`src/rtl/exc_check_pkg.sv`:
```
// Shared constants and state type of the exception check sequencer.
// Assumes one core clock; all vectors are 8-bit interrupt numbers.
package exc_check_pkg;
    localparam int       VEC_W           = 8;
    localparam int       LEN_W           = 5;
    localparam int       ADDR_W          = 32;
    localparam int       MAX_INSTR_BYTES = 15;
    localparam logic [7:0] VEC_NONE      = 8'h00;
    localparam logic [7:0] VEC_DEBUG     = 8'h01;
    localparam logic [7:0] VEC_NMI       = 8'h02;
    localparam logic [7:0] VEC_INV_OP    = 8'h06;
    localparam logic [7:0] VEC_NO_COPROC = 8'h07;
    localparam logic [7:0] VEC_DOUBLE    = 8'h08;
    localparam logic [7:0] VEC_BAD_TASK_STATE = 8'h0A;
    localparam logic [7:0] VEC_NOT_PRES  = 8'h0B;
    localparam logic [7:0] VEC_STACK     = 8'h0C;
    localparam logic [7:0] VEC_GEN_PROT  = 8'h0D;
    localparam logic [7:0] VEC_PAGE      = 8'h0E;
    localparam logic [7:0] VEC_FP_ERROR  = 8'h10;
    localparam logic [31:0] PTR_RESET    = 32'h0000_0000;

    typedef enum logic [8:0] {
        S_IDLE      = 9'h001,
        S_DBG_TRAP  = 9'h002,
        S_DBG_FAULT = 9'h004,
        S_EXTERNAL  = 9'h008,
        S_FETCH_SEG = 9'h010,
        S_FETCH_PG  = 9'h020,
        S_DECODE    = 9'h040,
        S_MEMREF    = 9'h080,
        S_HANDLER   = 9'h100
    } chk_state_t;
endpackage

```
`src/rtl/check_if.sv`:
```
// Carrier between the sequencer and its decode and escalation helpers.
// Assumes all signals are combinational within the core clock cycle.
`timescale 1ns/1ps
interface check_if;
    import exc_check_pkg::*;
    logic             op_wait;
    logic             op_fp;
    logic             op_nowait_ctl;
    logic             illegal_op;
    logic             prot_only;
    logic             real_or_v86;
    logic [LEN_W-1:0] instr_len;
    logic             priv_viol;
    logic             task_switched_flag;
    logic             monitor_coproc_flag;
    logic             emulate_fp_flag;
    logic             fp_err;
    logic             dec_hit;
    logic [VEC_W-1:0] dec_vec;
    logic [VEC_W-1:0] cur_vec;
    logic [VEC_W-1:0] fault_vec;
    logic             esc_double;
    logic [VEC_W-1:0] esc_vec;
    modport core (output op_wait, op_fp, op_nowait_ctl, illegal_op, prot_only,
                  real_or_v86, instr_len, priv_viol, task_switched_flag,
                  monitor_coproc_flag, emulate_fp_flag, fp_err,
                  cur_vec, fault_vec,
                  input dec_hit, dec_vec, esc_double, esc_vec);
    modport dec  (input op_wait, op_fp, op_nowait_ctl, illegal_op, prot_only,
                  real_or_v86, instr_len, priv_viol, task_switched_flag,
                  monitor_coproc_flag, emulate_fp_flag, fp_err,
                  output dec_hit, dec_vec);
    modport esc  (input cur_vec, fault_vec, output esc_double, esc_vec);
endinterface

```
`src/rtl/decode_fault_eval.sv`:
```
// Decode, coprocessor availability and numeric error checks, in order.
// Assumes opcode class and control flags are stable during the check.
`timescale 1ns/1ps
module decode_fault_eval
    import exc_check_pkg::*;
(
    check_if.dec c
);
    wire f6  = c.illegal_op | (c.prot_only & c.real_or_v86);
    wire f13 = (c.instr_len > LEN_W'(MAX_INSTR_BYTES)) | c.priv_viol;
    wire w7  = c.op_wait & c.task_switched_flag & c.monitor_coproc_flag;
    wire fp7 = c.op_fp & (c.emulate_fp_flag | c.task_switched_flag);
    // No-wait control forms never take the error vector
    wire e16 = (c.op_fp | c.op_wait) & c.fp_err & ~c.op_nowait_ctl;

    assign c.dec_hit = f6 | f13 | w7 | fp7 | e16;
    assign c.dec_vec = f6        ? VEC_INV_OP :
                       f13       ? VEC_GEN_PROT :
                       (w7|fp7)  ? VEC_NO_COPROC :
                       e16       ? VEC_FP_ERROR : VEC_NONE;
endmodule // decode_fault_eval

```
`src/flat_wrapper.sv`:
```
// flat-port wrapper written by rule: the top's interface ports become plain ports
module decode_fault_eval_flat import exc_check_pkg::*;
  (c_op_wait, c_op_fp, c_op_nowait_ctl, c_illegal_op, c_prot_only, c_real_or_v86, c_instr_len, c_priv_viol, c_task_switched_flag, c_monitor_coproc_flag, c_emulate_fp_flag, c_fp_err, c_dec_hit, c_dec_vec);
  check_if c_i ();
  input wire logic [$bits(c_i.op_wait)-1:0] c_op_wait;
  input wire logic [$bits(c_i.op_fp)-1:0] c_op_fp;
  input wire logic [$bits(c_i.op_nowait_ctl)-1:0] c_op_nowait_ctl;
  input wire logic [$bits(c_i.illegal_op)-1:0] c_illegal_op;
  input wire logic [$bits(c_i.prot_only)-1:0] c_prot_only;
  input wire logic [$bits(c_i.real_or_v86)-1:0] c_real_or_v86;
  input wire logic [$bits(c_i.instr_len)-1:0] c_instr_len;
  input wire logic [$bits(c_i.priv_viol)-1:0] c_priv_viol;
  input wire logic [$bits(c_i.task_switched_flag)-1:0] c_task_switched_flag;
  input wire logic [$bits(c_i.monitor_coproc_flag)-1:0] c_monitor_coproc_flag;
  input wire logic [$bits(c_i.emulate_fp_flag)-1:0] c_emulate_fp_flag;
  input wire logic [$bits(c_i.fp_err)-1:0] c_fp_err;
  output wire logic [$bits(c_i.dec_hit)-1:0] c_dec_hit;
  output wire logic [$bits(c_i.dec_vec)-1:0] c_dec_vec;
  assign c_i.op_wait = c_op_wait;
  assign c_i.op_fp = c_op_fp;
  assign c_i.op_nowait_ctl = c_op_nowait_ctl;
  assign c_i.illegal_op = c_illegal_op;
  assign c_i.prot_only = c_prot_only;
  assign c_i.real_or_v86 = c_real_or_v86;
  assign c_i.instr_len = c_instr_len;
  assign c_i.priv_viol = c_priv_viol;
  assign c_i.task_switched_flag = c_task_switched_flag;
  assign c_i.monitor_coproc_flag = c_monitor_coproc_flag;
  assign c_i.emulate_fp_flag = c_emulate_fp_flag;
  assign c_i.fp_err = c_fp_err;
  assign c_dec_hit = c_i.dec_hit;
  assign c_dec_vec = c_i.dec_vec;
  decode_fault_eval u_core (.c(c_i));
endmodule
```
`config.mk`:
```
export PLATFORM = sky130hd
export DESIGN_NAME = decode_fault_eval_flat
export DESIGN_NICKNAME = d
export VERILOG_FILES = /design/src/rtl/exc_check_pkg.sv /design/src/rtl/check_if.sv /design/src/rtl/decode_fault_eval.sv /design/src/flat_wrapper.sv
export SDC_FILE = /design/constraint.sdc
export NUM_CORES = 1
export LEC_CHECK = 0
export BUFFER_PORTS_ARGS = -buffer_cell sky130_fd_sc_hd__buf_2
export CAP_MARGIN = 15
export CORE_AREA = 2 2 39 41
export DETAILED_ROUTE_END_ITERATION = 6
export DIE_AREA = 0 0 41 43
export GPL_ROUTABILITY_DRIVEN = 1
export GPL_TIMING_DRIVEN = 0
export PLACE_DENSITY = 0.5
export SYNTH_ARGS = -nofsm -noshare
export SYNTH_HDL_FRONTEND = slang
export SYNTH_SLANG_ARGS = --single-unit
```
`constraint.sdc`:
```
create_clock -name vclk -period 1
set_input_delay 0.2 -clock vclk [all_inputs]
set_output_delay 0.2 -clock vclk [all_outputs]
set_load 0.02 [all_outputs]
```
# Word-level counts from Yosys, hierarchy flattened

Cells that the tools add are included.

Bitwise gates (word level): 16
$lt $le $gt $ge: 1
Multiplexer cells: 4

Operators with widths:

| kind                                               | count |
|---|---|
| 2-to-1 mux 8 bit                                   | 3 |
| bitwise OR 1 bit                                   | 9 |
| bitwise AND 1 bit                                  | 6 |
| > comparator 5 x 4 -> 1 bit, second input constant | 1 |
| 2-to-1 mux 5 bit                                   | 1 |
| NOT 1 bit                                          | 1 |

Flip-flop bits (word level): 0
Output and inout port bits: 9
Logic and storage cells: 21
Input bits: 16

# Longest topological paths before layout

Word-level depth: 7
Gate-level depth with buffers: 2

# Worst setup path after synthesis

No wires, ideal clock.

Path kind: input port to output port
Start point: input c_monitor_coproc_flag
End point: output c_dec_vec[1]
Cell stages on the path: 2
Slack: -0.283 ns
Arrival: 1.083 ns
Required time: 0.800 ns
Cell sequence: a21oi_1 o41ai_1

Cells in the longest elaborated chain, start to end: 5

Ends and longest elaborated chain:

| item               | line                    | source |
|---|---|---|
| start: declaration | flat_wrapper.sv:14      | `input wire logic [$bits(c_i.monitor_coproc_flag)-1:0] c_monitor_coproc_flag;` |
| bitwise AND 1 bit  | decode_fault_eval.sv:11 | `wire w7 = c.op_wait & c.task_switched_flag & c.monitor_coproc_flag;` |
| bitwise OR 1 bit   | decode_fault_eval.sv:19 | `(w7\|fp7) ? VEC_NO_COPROC :` |
| 2-to-1 mux 8 bit   | decode_fault_eval.sv:19 |  |
| 2-to-1 mux 8 bit   | decode_fault_eval.sv:18 | `f13 ? VEC_GEN_PROT :` |
| 2-to-1 mux 8 bit   | decode_fault_eval.sv:17 | `assign c.dec_vec = f6 ? VEC_INV_OP :` |
| end: declaration   | flat_wrapper.sv:18      | `output wire logic [$bits(c_i.dec_vec)-1:0] c_dec_vec;` |

Every way passes these cells.

# Worst setup path after layout

Start point: input c_real_or_v86
End point: output c_dec_vec[4]

Cells in the longest elaborated chain, start to end: 3

Ends and longest elaborated chain:

| item               | line                    | source |
|---|---|---|
| start: declaration | flat_wrapper.sv:10      | `input wire logic [$bits(c_i.real_or_v86)-1:0] c_real_or_v86;` |
| bitwise AND 1 bit  | decode_fault_eval.sv:9  | `wire f6 = c.illegal_op \| (c.prot_only & c.real_or_v86);` |
| bitwise OR 1 bit   | decode_fault_eval.sv:9  |  |
| 2-to-1 mux 8 bit   | decode_fault_eval.sv:17 |  |

Every way passes these cells.

==> results.sh <==
export IMPL_outcome="complete, but fails checks"
export IMPL_violated_checks="setup timing"
export IMPL_postLayoutCellArea_um2=392
export IMPL_finalCoreUtilization_pct=28.3
export IMPL_cp_num_buf_inv=2
export IMPL_internal_power_uw=85.4
export IMPL_crit_path_start_kind="input port"
export IMPL_drc=0
export IMPL_switchingPower_uw=81.7
export IMPL_sequentialPowerShare_pct=0
export IMPL_max_capacitance_violation_count=0
export IMPL_finalHoldViolCount=0
export IMPL_footprint_of_the_flip_flops_and_latches_um2=0
export IMPL_final_setup_viol_count=6
export IMPL_global_route_overflow_total=0
export IMPL_place_gp_congestion=0.614
export IMPL_pwr_density_cell_nw_per_um2=427
export IMPL_crit_path_max_fanout=3
export IMPL_drive_above_1_share_pct=72.7
export IMPL_hold_buffers=0
export IMPL_numPortBuffers=18
export IMPL_synth_mux_area_fraction_pct=0
export IMPL_timing_setup_critical_path_class="in -> out"
export IMPL_total_global_routing_track_utilization_pct=5.89
export IMPL_cpLargestDelayFamily="compound AO/OA/AOI/OAI gates"
export IMPL_first_pass_iters=2
export IMPL_place_area_um2=284
export IMPL_detail_route_vias_per_cell=4.08
export IMPL_syn_inst=22
export IMPL_required_ns=0.80
export IMPL_hold_path_endpoint="c_dec_vec[1]"
export IMPL_num_io_pins=25
export IMPL_max_stage_delay_ns=0.39
export IMPL_antennaDiodeCount=0
export IMPL_critPathCaptureType="output pin"
export IMPL_irDropWorstVdd_v=0.0000833
export IMPL_antenna_violating_nets_post_route=0
export IMPL_post_synth_xor_area_fraction_pct=0
export IMPL_synth_simple_area_share_pct=22.2
export IMPL_routed_via_count=245
export IMPL_synth_top_family_by_area="compound AO/OA/AOI/OAI gates"
export IMPL_coreArea_um2=1380
export IMPL_min_from="c_illegal_op"
export IMPL_syn2layout_area_growth_pct=148
export IMPL_die_x_um=41
export IMPL_yosys_cell_types_count=15
export IMPL_synthesis_yosys_warnings=0
export IMPL_final_layout_worst_hold_slack_ns=0.693
export IMPL_leakagePower_uw=0.000164
export IMPL_final_net_count=62
export IMPL_fp_dieH_um=43
export IMPL_antenna_violations_before_repair=0
export IMPL_die_area_um2=1760
export IMPL_num_rows=14
export IMPL_worstHoldPathCells=4
export IMPL_grt_first_pass_wirelength_um=793
export IMPL_syn_mean_instance_area_um2=7.17
export IMPL_layout_cells_most_common="sky130_fd_sc_hd__buf_2"
export IMPL_layout_cells_most_common_list="sky130_fd_sc_hd__buf_2, sky130_fd_sc_hd__buf_4, sky130_fd_sc_hd__buf_6"
export IMPL_wl_um=542
export IMPL_p_comb_share_pct=100.0
export IMPL_synth_cell_area_um2=158
export IMPL_rsz0062_at_grt="yes"
export IMPL_upper_clock_frequency_limit_ghz=0.792
export IMPL_path_cells="buf_8, a2111oi_4, o2111a_2, buf_6"
export IMPL_initial_core_util_pct=11.4
export IMPL_setup_slack_ns=-0.263
export IMPL_timing_hold_worst_class="in -> out"
export IMPL_synth_adder_area_share_pct=0
export IMPL_first_iter_violations=1
export IMPL_relative_contribution_of_the_clock_network_to_total_power_pct=0
export IMPL_final_fill_count=154
export IMPL_grt_max_degree=6
export IMPL_layout_sequential_cells=0
export IMPL_final_period_minus_worst_setup_slack_ns=1.26
export IMPL_switching_share_pct=48.9
export IMPL_post_layout_total_power_uw=167
export IMPL_crit_slowest_cell="sky130_fd_sc_hd__a2111oi_4"
export IMPL_final_clkbuf_count=0
export IMPL_wire_per_inst_um=9.03
export IMPL_timing_final_max_slew_violations=0
export IMPL_layout_worst_path_cycle_share_pct=126
export IMPL_synth_compound_gate_area_share_pct=61.1
export IMPL_cp_data_arrival_time_ns=1.06
export IMPL_via_count_of_the_first_global_routing_pass=210
export IMPL_synth_yosys_seq_area_share_pct=0
## layer usage
layer,vias up,track usage (%),share of wire [%]
li1,126,-,-
met1,109,6.96,38
met2,10,11.6,54
met3,0,0,8.3
met4,0,0,0
met5,-,0,0
## worst max-delay path by stage
stage	from	end	slack [ns]	depth (start not counted)
6_report	c_real_or_v86	c_dec_vec[4]	-0.26	4
5_1_grt	c_real_or_v86	c_dec_hit	-0.31	4
4_1_cts	c_real_or_v86	c_dec_vec[4]	-0.25	4
3_5_place_dp	c_prot_only	c_dec_vec[4]	-0.31	4
3_3_place_gp	c_prot_only	c_dec_vec[4]	-0.31	4
2_1_floorplan	c_prot_only	c_dec_hit	-0.06	2
## per-stage QoR
stage / setup TNS [ns] / instances / worst slack (ns)
after CTS: -0.913 / 59 / -0.254
after global routing: -1.43 / 60 / -0.311
final: -1.18 / 60 / -0.263
after floorplan: -0.192 / 24 / -0.0557
after detailed placement: -1.00 / 58 / -0.313
after global placement: -0.963 / 58 / -0.305
## cell families (layout without fill, tap and decap cells)
group,after synthesis,count (layout)
simple gates,7,7
compound gates,11,11
buf+inv,3,23
other cells,1,3
## power by group through the flow
stage | logic [uW] | clock network [uW] | registers, uW
final | 167 | 0 | 0
after global routing | 178 | 0 | 0
after CTS | 152 | 0 | 0
after detailed placement | 120 | 0 | 0
after global placement | 118 | 0 | 0
after floorplan | 65.7 | 0 | 0
## tightest hold or removal path: cells and delay by family
family          cells  cell delay [ns]
compound gates      2             0.08
buf+inv             2             0.22
## cells in the mapped netlist
| master | count | share of area, % |
|---|---|---|
| sky130_fd_sc_hd__a2111oi_4 | 1 | 17 |
| sky130_fd_sc_hd__o221ai_1 | 1 | 5.6 |
| sky130_fd_sc_hd__buf_4 | 3 | 14 |
| sky130_fd_sc_hd__o2111a_1 | 1 | 7.1 |
| sky130_fd_sc_hd__nand3_1 | 1 | 3.2 |
| sky130_fd_sc_hd__a31oi_1 | 1 | 4.0 |
| sky130_fd_sc_hd__o41ai_1 | 1 | 5.6 |
| sky130_fd_sc_hd__nor2_1 | 3 | 7.1 |
| sky130_fd_sc_hd__a21oi_1 | 3 | 9.5 |
| sky130_fd_sc_hd__nor2b_1 | 1 | 4.0 |
| sky130_fd_sc_hd__o21ai_0 | 2 | 6.3 |
| sky130_fd_sc_hd__nand2b_1 | 1 | 4.0 |
| sky130_fd_sc_hd__or2_2 | 1 | 4.0 |
| sky130_fd_sc_hd__a21o_2 | 1 | 5.6 |
| sky130_fd_sc_hd__conb_1 | 1 | 2.4 |
## repair_timing
| action | 4_1_cts | 5_1_grt |
|---|---|---|
| setup endpoints to repair | 6 | 6 |
| pin swaps | 5 | 1 |
| resized for setup | 20 | 6 |
| buffers inserted | 1 | 1 |
| cloned | 0 | 0 |
## layout make-up
type	count	area [um2]	share of cell area, %
Multi-Input combinational cell	21	184	47.0
Timing Repair Buffer	20	165	42.2
Buffer	3	22.5	5.75
Tap cell	16	20.0	5.11
Note: power is estimated with default switching activity, not from simulation.
